## src/uart3_pkg.sv

```systemverilog
// constants, field layouts and types for the third serial port block
// assumes one 125 MHz clock and a 32-bit AXI4-Lite register bus
package uart3_pkg;
  // system clock rate, kept for baud arithmetic by software
  localparam int unsigned CLK_HZ = 125000000;
  localparam int unsigned AXI_ADDR_W = 12;
  // register indices; byte address is four times the index
  localparam logic [9:0] IDX_AUX_CONTROL = 10'h08E;
  localparam logic [9:0] IDX_UART3_CONTROL = 10'h0AC;
  localparam logic [9:0] IDX_UART3_DATA_BUFFER = 10'h0AD;
  localparam logic [9:0] IDX_IRQ_ENABLE_SECOND = 10'h0AF;
  localparam logic [9:0] IDX_PERIPHERAL_SWITCH = 10'h0BA;
  localparam logic [9:0] IDX_TIMER34_MODE_CONTROL = 10'h0D1;
  localparam logic [9:0] IDX_TIMER3_HIGH_BYTE = 10'h0D4;
  localparam logic [9:0] IDX_TIMER3_LOW_BYTE = 10'h0D5;
  localparam logic [9:0] IDX_TIMER2_HIGH_BYTE = 10'h0D6;
  localparam logic [9:0] IDX_TIMER2_LOW_BYTE = 10'h0D7;
  localparam logic [9:0] IDX_IRQ_ENABLE_MAIN = 10'h0A8;
  localparam logic [9:0] IDX_RX_ADDRESS = 10'h0E0;
  localparam logic [9:0] IDX_RX_ADDRESS_MASK = 10'h0E1;
  // field positions
  localparam int unsigned AUX_TIMER2_RUN_POS = 4;
  localparam int unsigned AUX_TIMER2_BYPASS_POS = 2;
  localparam int unsigned T34_TIMER3_RUN_POS = 3;
  localparam int unsigned T34_TIMER3_BYPASS_POS = 1;
  localparam int unsigned IE2_PORT_IRQ_POS = 3;
  localparam int unsigned IE_GLOBAL_IRQ_POS = 7;
  // reset values
  localparam logic [7:0] RESET_BYTE = 8'h00;
  localparam logic [15:0] TIMER_RESET = 16'h0000;
  // counting constants
  localparam logic [15:0] TIMER_FULL = 16'hFFFF;
  localparam logic [3:0] PRESCALE_LAST = 4'hB; // divide by 12
  localparam logic [1:0] OVF_PER_BIT_LAST = 2'h3; // four per bit
  localparam logic [1:0] START_CHECK_Q = 2'h1; // mid start bit
  localparam logic [3:0] FRAME8_BITS = 4'hA;
  localparam logic [3:0] FRAME9_BITS = 4'hB;
  localparam logic [3:0] DATA8_BITS = 4'h8;
  localparam logic [3:0] DATA9_BITS = 4'h9;
  localparam logic [1:0] RESP_OKAY = 2'h0;
  localparam logic [1:0] RESP_SLVERR = 2'h2;
  // control register layout, bit 7 down to bit 0
  typedef struct packed {
    logic frame_mode_select;
    logic baud_timer_select;
    logic address_filter_enable;
    logic receive_enable_bit;
    logic tx_ninth_bit;
    logic rx_ninth_bit;
    logic tx_done_flag;
    logic rx_done_flag;
  } ctrl_t;
  // one received frame handed to the register group
  typedef struct packed {
    logic accept;
    logic [7:0] data;
    logic ninth;
  } rx_event_t;
  typedef enum {RX_IDLE, RX_START, RX_DATA, RX_STOP} rx_state_t;
  typedef enum {TX_IDLE, TX_BUSY} tx_state_t;
endpackage : uart3_pkg

```

## src/uart3_serial_port.sv

```systemverilog
// third serial port: two reload timers, frame engine and register slave
// assumes synchronous pins, one clock, AXI4-Lite master keeping handshakes
// Functional notes
// - mode bit: 0 eight-bit, 1 nine-bit frames
// - bit rate is timer overflow rate over four
// - timer 2 reload overflow, optional divide twelve
// - timer 3 reload overflow, optional divide twelve
// - select bit: 0 timer 2, 1 timer 3
// - timer 2 is the reset default source
// - nine-bit filter needs ninth one and match
// - eight-bit filter needs stop bit and match
// - receive only while receive enable set
// - nine-bit transmit sends control ninth bit
// - nine-bit receive stores ninth bit
// - transmit done flag set at frame end
// - receive done flag set at mid-stop sample of an accepted frame
// - buffer write starts transmission at once
// - buffer read returns receive latch
// - timer 2 counts only when run set
// - eight-bit frame ten bits, stop stored
// - nine-bit frame eleven bits with ninth
// - interrupt needs port and global enable
module uart3_serial_port (
  // clock and reset
  input wire logic aclk,
  input wire logic aresetn,
  // write address channel
  input wire logic [uart3_pkg::AXI_ADDR_W-1:0] s_axi_awaddr,
  input wire logic s_axi_awvalid,
  output logic s_axi_awready,
  // write data channel
  input wire logic [31:0] s_axi_wdata,
  input wire logic [3:0] s_axi_wstrb,
  input wire logic s_axi_wvalid,
  output logic s_axi_wready,
  // write response channel
  output logic [1:0] s_axi_bresp,
  output logic s_axi_bvalid,
  input wire logic s_axi_bready,
  // read address channel
  input wire logic [uart3_pkg::AXI_ADDR_W-1:0] s_axi_araddr,
  input wire logic s_axi_arvalid,
  output logic s_axi_arready,
  // read data channel
  output logic [31:0] s_axi_rdata,
  output logic [1:0] s_axi_rresp,
  output logic s_axi_rvalid,
  input wire logic s_axi_rready,
  // serial pins
  input wire logic serial_in_pin,
  output logic serial_out_pin,
  // port interrupt request
  output logic irq
);
  import uart3_pkg::*;

  // software registers
  ctrl_t ctrl_reg, ctrl_next;
  logic [7:0] aux_reg, aux_next; // timer 2 run and bypass
  logic [7:0] t34_reg, t34_next; // timer 3 run and bypass
  logic [7:0] ie2_reg, ie2_next; // port interrupt enable
  logic [7:0] ie_reg, ie_next; // global interrupt enable
  logic [7:0] psw_reg, psw_next; // pin group switch, stored only
  logic [7:0] addr_reg, addr_next; // own address for filtering
  logic [7:0] mask_reg, mask_next; // care bits of own address
  logic [7:0] rx_latch_reg, rx_latch_next; // receive latch
  logic irq_reg, irq_next;
  // bus slave state
  logic awready_reg, awready_next;
  logic wready_reg, wready_next;
  logic bvalid_reg, bvalid_next;
  logic [1:0] bresp_reg, bresp_next;
  logic arready_reg, arready_next;
  logic rvalid_reg, rvalid_next;
  logic [1:0] rresp_reg, rresp_next;
  logic [31:0] rdata_reg, rdata_next;
  logic [9:0] awidx_reg, awidx_next; // held write index
  logic [7:0] wbyte_reg, wbyte_next; // held write byte
  logic wlane_reg, wlane_next; // low byte lane enabled
  // timer state, entry 0 is timer 2 and entry 1 timer 3
  logic [15:0] tcnt_reg [2];
  logic [15:0] tcnt_next [2];
  logic [15:0] trl_reg [2];
  logic [15:0] trl_next [2];
  logic [3:0] tpre_reg [2];
  logic [3:0] tpre_next [2];
  logic [1:0] t_run, t_byp, t_wr_hi, t_wr_lo, t_ovf;
  // transmitter state
  tx_state_t tx_state_reg, tx_state_next;
  logic [10:0] tx_sh_reg, tx_sh_next;
  logic [3:0] tx_left_reg, tx_left_next;
  logic [1:0] tx_q_reg, tx_q_next;
  logic tx_out_reg, tx_out_next;
  // receiver state
  rx_state_t rx_state_reg, rx_state_next;
  logic [8:0] rx_sh_reg, rx_sh_next;
  logic [3:0] rx_cnt_reg, rx_cnt_next;
  logic [1:0] rx_q_reg, rx_q_next;
  // combinational helpers
  logic wr_go; // a full write is performed this cycle
  logic wr_buf; // software writes the data buffer
  logic sel_ovf; // overflow of the chosen baud timer
  logic tx_done; // last bit period just ended
  logic addr_match;
  rx_event_t rx_ev;

  assign wr_go = awready_reg == 1'b0 && wready_reg == 1'b0 &&
                 bvalid_reg == 1'b0;
  assign wr_buf = wr_go && wlane_reg &&
                  awidx_reg == IDX_UART3_DATA_BUFFER;
  assign t_run = {t34_reg[T34_TIMER3_RUN_POS],
                  aux_reg[AUX_TIMER2_RUN_POS]};
  assign t_byp = {t34_reg[T34_TIMER3_BYPASS_POS],
                  aux_reg[AUX_TIMER2_BYPASS_POS]};
  assign t_wr_hi = {wr_go && wlane_reg && awidx_reg == IDX_TIMER3_HIGH_BYTE,
                    wr_go && wlane_reg && awidx_reg == IDX_TIMER2_HIGH_BYTE};
  assign t_wr_lo = {wr_go && wlane_reg && awidx_reg == IDX_TIMER3_LOW_BYTE,
                    wr_go && wlane_reg && awidx_reg == IDX_TIMER2_LOW_BYTE};
  // reset clears the select bit, so timer 2 drives the baud
  assign sel_ovf = ctrl_reg.baud_timer_select ? t_ovf[1] : t_ovf[0];

  // two reload timers, each with its own optional divide by twelve
  for (genvar i = 0; i < 2; i++) begin : g_timer
    // overflow when a counting tick finds the counter full
    assign t_ovf[i] = t_run[i] && (t_byp[i] || tpre_reg[i] == PRESCALE_LAST)
                      && tcnt_reg[i] == TIMER_FULL;

    // next count, prescale and reload values
    always_comb begin
      tcnt_next[i] = tcnt_reg[i];
      trl_next[i] = trl_reg[i];
      tpre_next[i] = tpre_reg[i];
      if (t_run[i]) begin
        if (t_byp[i] || tpre_reg[i] == PRESCALE_LAST) begin
          tpre_next[i] = 4'h0;
          // reload gives 65536 minus reload counts per overflow
          tcnt_next[i] = (tcnt_reg[i] == TIMER_FULL) ? trl_reg[i]
                         : tcnt_reg[i] + 16'h0001;
        end else begin
          tpre_next[i] = tpre_reg[i] + 4'h1;
        end
      end
      // a byte write sets both the reload and the live count
      if (t_wr_hi[i]) begin
        trl_next[i][15:8] = wbyte_reg;
        tcnt_next[i][15:8] = wbyte_reg;
      end
      if (t_wr_lo[i]) begin
        trl_next[i][7:0] = wbyte_reg;
        tcnt_next[i][7:0] = wbyte_reg;
      end
    end

    // timer registers
    always_ff @(posedge aclk) begin
      if (!aresetn) begin
        tcnt_reg[i] <= TIMER_RESET;
        trl_reg[i] <= TIMER_RESET;
        tpre_reg[i] <= 4'h0;
      end else begin
        tcnt_reg[i] <= tcnt_next[i];
        trl_reg[i] <= trl_next[i];
        tpre_reg[i] <= tpre_next[i];
      end
    end
  end

  // transmitter; restarts on any buffer write, even mid-frame
  always_comb begin
    tx_state_next = tx_state_reg;
    tx_sh_next = tx_sh_reg;
    tx_left_next = tx_left_reg;
    tx_q_next = tx_q_reg;
    tx_done = 1'b0;
    if (wr_buf) begin
      tx_state_next = TX_BUSY;
      tx_q_next = 2'h0;
      if (ctrl_reg.frame_mode_select) begin
        // start, data lsb first, ninth, stop
        tx_sh_next = {1'b1, ctrl_reg.tx_ninth_bit, wbyte_reg, 1'b0};
        tx_left_next = FRAME9_BITS;
      end else begin
        tx_sh_next = {2'b11, wbyte_reg, 1'b0};
        tx_left_next = FRAME8_BITS;
      end
    end else if (tx_state_reg == TX_BUSY && sel_ovf) begin
      tx_q_next = tx_q_reg + 2'h1;
      if (tx_q_reg == OVF_PER_BIT_LAST) begin
        tx_sh_next = {1'b1, tx_sh_reg[10:1]};
        tx_left_next = tx_left_reg - 4'h1;
        if (tx_left_reg == 4'h1) begin
          tx_state_next = TX_IDLE;
          tx_done = 1'b1;
        end
      end
    end
    // line idles high; the start bit leaves with the write
    tx_out_next = (tx_state_next == TX_BUSY) ? tx_sh_next[0] : 1'b1;
  end

  // transmitter registers
  always_ff @(posedge aclk) begin
    if (!aresetn) begin
      tx_state_reg <= TX_IDLE;
      tx_sh_reg <= 11'h7FF;
      tx_left_reg <= 4'h0;
      tx_q_reg <= 2'h0;
      tx_out_reg <= 1'b1;
    end else begin
      tx_state_reg <= tx_state_next;
      tx_sh_reg <= tx_sh_next;
      tx_left_reg <= tx_left_next;
      tx_q_reg <= tx_q_next;
      tx_out_reg <= tx_out_next;
    end
  end

  // given address, or broadcast built from address or mask
  assign addr_match =
    (((rx_ev.data ^ addr_reg) & mask_reg) == 8'h00) ||
    (((rx_ev.data ^ (addr_reg | mask_reg)) & (addr_reg | mask_reg)) == 8'h00);

  // receiver, sampling four times per bit on the baud timer
  always_comb begin
    rx_state_next = rx_state_reg;
    rx_sh_next = rx_sh_reg;
    rx_cnt_next = rx_cnt_reg;
    rx_q_next = rx_q_reg;
    rx_ev.data = ctrl_reg.frame_mode_select ? rx_sh_reg[7:0] : rx_sh_reg[8:1];
    rx_ev.ninth = ctrl_reg.frame_mode_select ? rx_sh_reg[8] : serial_in_pin;
    rx_ev.accept = 1'b0;
    if (!ctrl_reg.receive_enable_bit) begin
      rx_state_next = RX_IDLE;
    end else if (sel_ovf) begin
      rx_q_next = rx_q_reg + 2'h1;
      case (rx_state_reg)
        RX_IDLE: begin
          if (!serial_in_pin) begin
            rx_state_next = RX_START;
            rx_q_next = 2'h0;
          end
        end
        RX_START: begin
          // glitch shorter than half a bit is dropped
          if (rx_q_reg == START_CHECK_Q) begin
            rx_state_next = serial_in_pin ? RX_IDLE : RX_DATA;
            rx_q_next = 2'h0;
            rx_cnt_next = 4'h0;
          end
        end
        RX_DATA: begin
          if (rx_q_reg == OVF_PER_BIT_LAST) begin
            rx_sh_next = {serial_in_pin, rx_sh_reg[8:1]};
            rx_cnt_next = rx_cnt_reg + 4'h1;
            if (rx_cnt_next == (ctrl_reg.frame_mode_select ? DATA9_BITS
                                : DATA8_BITS)) begin
              rx_state_next = RX_STOP;
            end
          end
        end
        RX_STOP: begin
          if (rx_q_reg == OVF_PER_BIT_LAST) begin
            rx_state_next = RX_IDLE;
            // filter decides whether the frame is delivered
            if (!ctrl_reg.address_filter_enable) begin
              rx_ev.accept = 1'b1;
            end else if (ctrl_reg.frame_mode_select) begin
              rx_ev.accept = rx_sh_reg[8] && addr_match;
            end else begin
              rx_ev.accept = serial_in_pin && addr_match;
            end
          end
        end
        default: rx_state_next = RX_IDLE;
      endcase
    end
  end

  // receiver registers
  always_ff @(posedge aclk) begin
    if (!aresetn) begin
      rx_state_reg <= RX_IDLE;
      rx_sh_reg <= 9'h000;
      rx_cnt_reg <= 4'h0;
      rx_q_reg <= 2'h0;
    end else begin
      rx_state_reg <= rx_state_next;
      rx_sh_reg <= rx_sh_next;
      rx_cnt_reg <= rx_cnt_next;
      rx_q_reg <= rx_q_next;
    end
  end

  // software registers; hardware sets win over software clears
  always_comb begin
    ctrl_next = ctrl_reg;
    aux_next = aux_reg;
    t34_next = t34_reg;
    ie2_next = ie2_reg;
    ie_next = ie_reg;
    psw_next = psw_reg;
    addr_next = addr_reg;
    mask_next = mask_reg;
    rx_latch_next = rx_latch_reg;
    if (wr_go && wlane_reg) begin
      case (awidx_reg)
        IDX_UART3_CONTROL: ctrl_next = ctrl_t'(wbyte_reg);
        IDX_AUX_CONTROL: aux_next = wbyte_reg;
        IDX_TIMER34_MODE_CONTROL: t34_next = wbyte_reg;
        IDX_IRQ_ENABLE_SECOND: ie2_next = wbyte_reg;
        IDX_IRQ_ENABLE_MAIN: ie_next = wbyte_reg;
        IDX_PERIPHERAL_SWITCH: psw_next = wbyte_reg;
        IDX_RX_ADDRESS: addr_next = wbyte_reg;
        IDX_RX_ADDRESS_MASK: mask_next = wbyte_reg;
        default: ;
      endcase
    end
    // flags only fall by a control write, never by buffer access
    if (tx_done) begin
      ctrl_next.tx_done_flag = 1'b1;
    end
    if (rx_ev.accept) begin
      ctrl_next.rx_done_flag = 1'b1;
      ctrl_next.rx_ninth_bit = rx_ev.ninth;
      rx_latch_next = rx_ev.data;
    end
    irq_next = ie2_reg[IE2_PORT_IRQ_POS] && ie_reg[IE_GLOBAL_IRQ_POS] &&
               (ctrl_reg.tx_done_flag || ctrl_reg.rx_done_flag);
  end

  // software register flops
  always_ff @(posedge aclk) begin
    if (!aresetn) begin
      ctrl_reg <= ctrl_t'(RESET_BYTE);
      aux_reg <= RESET_BYTE;
      t34_reg <= RESET_BYTE;
      ie2_reg <= RESET_BYTE;
      ie_reg <= RESET_BYTE;
      psw_reg <= RESET_BYTE;
      addr_reg <= RESET_BYTE;
      mask_reg <= RESET_BYTE;
      rx_latch_reg <= RESET_BYTE;
      irq_reg <= 1'b0;
    end else begin
      ctrl_reg <= ctrl_next;
      aux_reg <= aux_next;
      t34_reg <= t34_next;
      ie2_reg <= ie2_next;
      ie_reg <= ie_next;
      psw_reg <= psw_next;
      addr_reg <= addr_next;
      mask_reg <= mask_next;
      rx_latch_reg <= rx_latch_next;
      irq_reg <= irq_next;
    end
  end

  // bus slave: hold address and data, write when both are in
  always_comb begin
    logic [9:0] ridx;
    logic [7:0] rbyte;
    logic hit;
    ridx = s_axi_araddr[AXI_ADDR_W-1:2];
    rbyte = 8'h00;
    hit = 1'b1;
    awready_next = awready_reg;
    wready_next = wready_reg;
    awidx_next = awidx_reg;
    wbyte_next = wbyte_reg;
    wlane_next = wlane_reg;
    bvalid_next = bvalid_reg;
    bresp_next = bresp_reg;
    if (s_axi_awvalid && awready_reg) begin
      awready_next = 1'b0;
      awidx_next = s_axi_awaddr[AXI_ADDR_W-1:2];
    end
    if (s_axi_wvalid && wready_reg) begin
      wready_next = 1'b0;
      wbyte_next = s_axi_wdata[7:0];
      wlane_next = s_axi_wstrb[0];
    end
    if (wr_go) begin
      bvalid_next = 1'b1;
      case (awidx_reg)
        IDX_AUX_CONTROL, IDX_UART3_CONTROL, IDX_UART3_DATA_BUFFER,
        IDX_IRQ_ENABLE_SECOND, IDX_IRQ_ENABLE_MAIN, IDX_PERIPHERAL_SWITCH,
        IDX_TIMER34_MODE_CONTROL, IDX_TIMER3_HIGH_BYTE, IDX_TIMER3_LOW_BYTE,
        IDX_TIMER2_HIGH_BYTE, IDX_TIMER2_LOW_BYTE, IDX_RX_ADDRESS,
        IDX_RX_ADDRESS_MASK: bresp_next = RESP_OKAY;
        default: bresp_next = RESP_SLVERR;
      endcase
    end
    if (bvalid_reg && s_axi_bready) begin
      bvalid_next = 1'b0;
      awready_next = 1'b1;
      wready_next = 1'b1;
    end
    // read mux; the buffer address answers with the receive latch
    case (ridx)
      IDX_UART3_CONTROL: rbyte = ctrl_reg;
      IDX_UART3_DATA_BUFFER: rbyte = rx_latch_reg;
      IDX_AUX_CONTROL: rbyte = aux_reg;
      IDX_TIMER34_MODE_CONTROL: rbyte = t34_reg;
      IDX_IRQ_ENABLE_SECOND: rbyte = ie2_reg;
      IDX_IRQ_ENABLE_MAIN: rbyte = ie_reg;
      IDX_PERIPHERAL_SWITCH: rbyte = psw_reg;
      IDX_TIMER3_HIGH_BYTE: rbyte = tcnt_reg[1][15:8];
      IDX_TIMER3_LOW_BYTE: rbyte = tcnt_reg[1][7:0];
      IDX_TIMER2_HIGH_BYTE: rbyte = tcnt_reg[0][15:8];
      IDX_TIMER2_LOW_BYTE: rbyte = tcnt_reg[0][7:0];
      IDX_RX_ADDRESS: rbyte = addr_reg;
      IDX_RX_ADDRESS_MASK: rbyte = mask_reg;
      default: hit = 1'b0;
    endcase
    arready_next = arready_reg;
    rvalid_next = rvalid_reg;
    rdata_next = rdata_reg;
    rresp_next = rresp_reg;
    if (s_axi_arvalid && arready_reg) begin
      arready_next = 1'b0;
      rvalid_next = 1'b1;
      rdata_next = {24'h000000, rbyte};
      rresp_next = hit ? RESP_OKAY : RESP_SLVERR;
    end
    if (rvalid_reg && s_axi_rready) begin
      rvalid_next = 1'b0;
      arready_next = 1'b1;
    end
  end

  // bus slave flops
  always_ff @(posedge aclk) begin
    if (!aresetn) begin
      awready_reg <= 1'b1;
      wready_reg <= 1'b1;
      bvalid_reg <= 1'b0;
      bresp_reg <= RESP_OKAY;
      awidx_reg <= 10'h000;
      wbyte_reg <= 8'h00;
      wlane_reg <= 1'b0;
      arready_reg <= 1'b1;
      rvalid_reg <= 1'b0;
      rresp_reg <= RESP_OKAY;
      rdata_reg <= 32'h00000000;
    end else begin
      awready_reg <= awready_next;
      wready_reg <= wready_next;
      bvalid_reg <= bvalid_next;
      bresp_reg <= bresp_next;
      awidx_reg <= awidx_next;
      wbyte_reg <= wbyte_next;
      wlane_reg <= wlane_next;
      arready_reg <= arready_next;
      rvalid_reg <= rvalid_next;
      rresp_reg <= rresp_next;
      rdata_reg <= rdata_next;
    end
  end

  // outputs straight from flops
  assign s_axi_awready = awready_reg;
  assign s_axi_wready = wready_reg;
  assign s_axi_bvalid = bvalid_reg;
  assign s_axi_bresp = bresp_reg;
  assign s_axi_arready = arready_reg;
  assign s_axi_rvalid = rvalid_reg;
  assign s_axi_rresp = rresp_reg;
  assign s_axi_rdata = rdata_reg;
  assign serial_out_pin = tx_out_reg;
  assign irq = irq_reg;
endmodule : uart3_serial_port

```

## config.mk

```make
export PLATFORM = sky130hd
export DESIGN_NAME = uart3_serial_port
export DESIGN_NICKNAME = d
export VERILOG_FILES = /design/src/uart3_pkg.sv /design/src/uart3_serial_port.sv
export SDC_FILE = /design/constraint.sdc
export NUM_CORES = 1
export LEC_CHECK = 0
export ABC_CLOCK_PERIOD_IN_PS = 2100
export BUFFER_PORTS_ARGS = -buffer_cell sky130_fd_sc_hd__clkbuf_2
export CORE_MARGIN = 1.5
export CORE_UTILIZATION = 25
export DETAILED_ROUTE_END_ITERATION = 10
export PLACE_DENSITY_LB_ADDON = 0.15
export SLEW_MARGIN = 15
export SYNTH_ARGS = -nofsm -noshare
export SYNTH_HDL_FRONTEND = slang
export SYNTH_SLANG_ARGS = --single-unit
```

## constraint.sdc

```tcl
create_clock -name aclk -period 2.1 [get_ports aclk]
set_input_delay 0 -clock aclk [delete_from_list [all_inputs] [get_ports aclk]]
set_output_delay 0 -clock aclk [all_outputs]
set_load 0.005 [all_outputs]
```

Yosys cells after proc, flatten, opt, wreduce, memory -nomap -nowiden
Memories as Yosys holds them, arrays and structs flattened.
Index checks and enable logic that the tools add are counted.

cells by class
  $add $sub $neg = 8
  multipliers = 0
  div/mod/pow operators = 0
  magnitude comparators = 0
  eq/ne operators = 45
  shift-type cells = 0
  mux-type cells = 74
  bitwise logic cells = 15
  reductions and logical operators = 58

operator list
  cell                     count
  $mux W32                 9
  $eq A10 B8 Y1 const B    26
  $mux W16                 10
  $eq A32 B2 Y1 const B    4
  $pmux W32 S4             1
  $pmux W8 S13             1
  $mux W8                  9
  $mux W4                  11
  $mux W11                 3
  $add A16 B1 Y16 const B  2
  $eq A16 B16 Y1 const B   2
  $eq A32 B1 Y1 const B    1
  $logic_not A32 Y1        1
  $reduce_and A2 Y1        14
  $reduce_or A13 Y1        2
  $logic_and A1 B1 Y1      22
  $mux W1                  20
  $and A8 B8 Y8            2
  $logic_not A8 Y1         2
  $xor A8 B8 Y8            2
  $reduce_bool A2 Y1       7
  $add A4 B1 Y4 const B    3
  $mux W10                 1
  $mux W2                  5
  other kinds (19)         40

word-level totals
  register bits after elaboration = 206
  latch bits = 0
  RAM bits = 72
  ROM bits = 0
  input bits = 68
  logic and storage cells = 241
  memories = 3

memory list
  name      depth  width  read ports  clocked after memory_dff  write ports  line                     RTL
  tcnt_reg  2      16     2           0                         2            uart3_serial_port.sv:81  logic [15:0] tcnt_reg [2];
  trl_reg   2      16     2           0                         2            uart3_serial_port.sv:83  logic [15:0] trl_reg [2];
  tpre_reg  2      4      2           0                         2            uart3_serial_port.sv:85  logic [3:0] tpre_reg [2];

Longest topological paths before layout
  word-level depth = 14
  mapped depth = 9
  gate-level depth less buffers = 8

Worst setup path before layout
OpenSTA, ideal clock, no wires.

  kind = reg-to-reg
  start point = mem tcnt_reg[0][0]
  end point = reg rx_sh_reg[8]
  data arrival time = 2.155 ns
  required time = 1.984 ns
  path slack = -0.171 ns
  cell stages (with the launch flop) = 9
  path buffers = 1
  path through = dfxtp_1 > ha_1 > nand4_1 > a2111o_1 > o32ai_4 > and4bb_4 > buf_12 > mux2i_1 > nor2b_1

RTL lines
  element                 line                      RTL
  start: declaration      uart3_serial_port.sv:81
  end signal: assignment  uart3_serial_port.sv:288  rx_sh_reg <= rx_sh_next;
  end: declaration        uart3_serial_port.sv:96   logic [8:0] rx_sh_reg, rx_sh_next;

==> flow_metrics.py <==
metrics = {
    "pwr": {
        "p_clk_share_pct": 52.2,
        "power_frac_seq_pct": 42.7,
        "swShare_pct": 22.6,
        "leakage_nw": 6.46,
        "ir_drop_mv": 0.489,
        "power_switching_w": 0.00251,
        "total_power_w": 0.0111,
        "combPwrFrac_pct": 5.1,
        "p_int_w": 0.00856,
        "power_density_nw_per_um2": 675,
    },
    "sta": {
        "grt_setup_unrepaired": "yes",
        "finalHoldViolCount": 0,
        "fin_crit_sh_pct": 108,
        "max_freq_mhz": 440,
        "max_slew_margin_pct": 34.5,
        "layout_min_cycle_time_ps": 2270,
        "final.setup_skew_ps": 15.2,
        "worstMarginPinSlew_ps": 981,
        "setup_viol": 29,
        "slew_violations": 0,
        "final.setup.worst_slack_ps": -171,
    },
    "placement": {
        "dp_hpwl_mm": 29.0,
        "port_buffers": 53,
        "place_congestion": 0.827,
        "pre_cts_ws_ps": -268,
    },
    "floorplanning": {
        "die_h_um": 225,
        "die_area_um2": 50700,
        "core_area_um2": 48800,
        "core.rowCount": 81,
        "ios": 111,
        "initial_core_util_pct": 25.2,
        "die_w_um": 225,
    },
    "global_routing": {
        "grt.total_usage_pct": 16.3,
        "grt_pass1_vias": 10700,
        "grt_pass1_wl_mm": 64.3,
        "gr-total-overflow": 0,
        "grt_max_degree": 65,
        "antenna_found_initial": 3,
    },
    "route": {
        "drtIter0Drc": 573,
        "first_pass_iters": 5,
        "viasPerCell": 4.73,
        "wirelength_mm": 41.6,
        "wire_per_inst_um": 17.8,
        "num_vias": 11100,
        "drtAntennaViolNets": 0,
        "drc": 0,
    },
    "clock_network": {
        "clkTransAtPathRegs_ps": 60,
        "cts.htree.levels": 1,
        "clock_latency_ps": 580,
        "cts_root_buf": "clkbuf_16",
        "numCtsBuffers": 30,
        "cts.sinks": 246,
        "cts.path.max_buffers": 3,
        "cts_tree": "yes",
    },
    "worst_setup_path": {
        "critPathKind": "flop to flop",
        "end_kind": "flop",
        "cp.required_ps": 2600,
        "crit_fanout": 10,
        "start_kind": "flop",
        "crit_arrival_ps": 2770,
    },
    "synth": {
        "avgSynthCellArea_um2": 8.65,
        "synth_warnings": 0,
        "netlist.area_leader.share_pct": 39.9,
        "synthTopCellsByCount": "dfxtp_1, nand2_1, a21boi_0",
        "synth_edf_count": 0,
        "synth_flop_cell": "dfxtp_1",
        "synthDistinctLibCells": 89,
        "ys_top_cells_by_area": "dfxtp_1, mux2i_1, nand2_1",
        "ys_seq_area_share_pct": 39.9,
        "synth_area_leader_cell": "dfxtp_1",
        "synth-seq-cells": 246,
        "yosysMostFrequentCell": "dfxtp_1",
        "synth-async-reset-ratio_pct": 0,
        "netlist_instances": 1426,
        "syn_area_um2": 12300,
    },
    "min_path": {
        "hp-class": "primary input to flop",
    },
    "run_status": {
        "status": "finished with violations",
        "violations": "negative setup slack",
    },
    "cells_and_area": {
        "syn_to_final_growth_pct": 33.0,
        "nFillCells": 5175,
        "diodes": 0,
        "fin_util_pct": 33.6,
        "layout.nets": 1730,
        "drive_gt1_share_pct": 23.5,
    },
    "run": {
        "drv_cap": 0,
    },
}
critical path: stages (launching register included):
cell and delay, ps:
dfxtp_2 350, ha_4 130, nand3b_1 100, a2111o_1 440, o32ai_4 320, buf_12 160, o2111ai_4 110, a31oi_4 210
buf_12 170, mux2i_1 200
worst paths after layout:
kind	start	to	slack, ps	depth (start not counted)
hold / removal	s_axi_araddr[11]	s_axi_rdata[7]	70	5
setup reg to reg	tpre_reg[0][1]	rx_latch_reg[7]	-170	9
hold reg to reg	tx_sh_reg[10]	tx_sh_reg[10]	450	1
setup / recovery	tpre_reg[0][1]	rx_latch_reg[7]	-170	9
layout by cell type, fill, tap and decap left out, types with 9 or more instances in the layout:
master / count
inv_1: 26
nand4_1: 28
and3_1: 44
a21boi_0: 80
mux2i_1: 85
clkbuf_16: 30
dfxtp_2: 11
nor2_1: 52
dlygate4sd3_1: 44
a21oi_1: 42
xor2_1: 14
o21ai_0: 46
dfxtp_1: 235
nor2b_1: 72
nor3_1: 15
o22ai_1: 19
nand2_1: 193
a21boi_1: 18
conb_1: 26
buf_12: 11
nor4_1: 14
clkbuf_2: 52
mux2_2: 14
a22oi_1: 22
and2_1: 16
or3_1: 9
a31oi_1: 10
nand3_1: 45
buf_4: 177
what timing repair did:
| action | CTS | global route |
|---|---|---|
| pin swaps | 10 | 20 |
| endpoints found under the setup margin | 65 | 147 |
| gates cloned | 1 | 2 |
| hold buffers | 44 | 0 |
| hold endpoints to repair | 62 | 0 |
| resized for setup | 32 | 58 |
| buffers inserted | 10 | 5 |
metrics by stage:
step	instance area, um^2	setup TNS [ps]	instances	hold slack, ps
6_report	16400	-2860	2338	69.4
5_1_grt	16400	-6370	2338	92.8
4_1_cts	16200	-3280	2332	44.8
3_5_place_dp	14400	-8520	2222	223
3_3_place_gp	14400	-7050	2222	225
2_1_floorplan	12500	-1430	1451	100
layout make-up:
type	count	area, um^2	share of cell area (%)
clock inverters	14	234	1.43
inverters	26	97.6	0.595
multi-input cells	1055	7090	43.2
well taps	664	831	5.07
flip-flops and latches	246	4940	30.1
repair buffers	292	2340	14.3
clock buffers	41	872	5.32
power by group through the flow:
stage	clock (W)	sequential, W	combinational, W
floorplan	0	0.00482	0.000292
global placement	0	0.00483	0.000491
detailed placement	0	0.00483	0.000492
CTS	0.00596	0.00472	0.000559
global route	0.00615	0.00473	0.000611
finish	0.00578	0.00473	0.000562
routing by layer:
metal	wire length (um)	GRT usage [%]	part of all wire (%)
met1	21100	23.4	51
met2	18200	25.7	44
met3	1480	2.24	3.6
met4	801	3.57	1.9
met5	0	0	0
kinds of logic after synthesis:
logic type / share of synthesized area [%]
AND/OR/NAND/NOR: 23.4
AO/OA/AOI/OAI: 19.2
multiplexers: 9.15
adder cells (fa/ha/maj): 1.12
buffers and inverters: 5.80
XOR/XNOR: 1.35
flip-flops: 39.9
other: 0.0304
(Power assumes the default switching activity.)
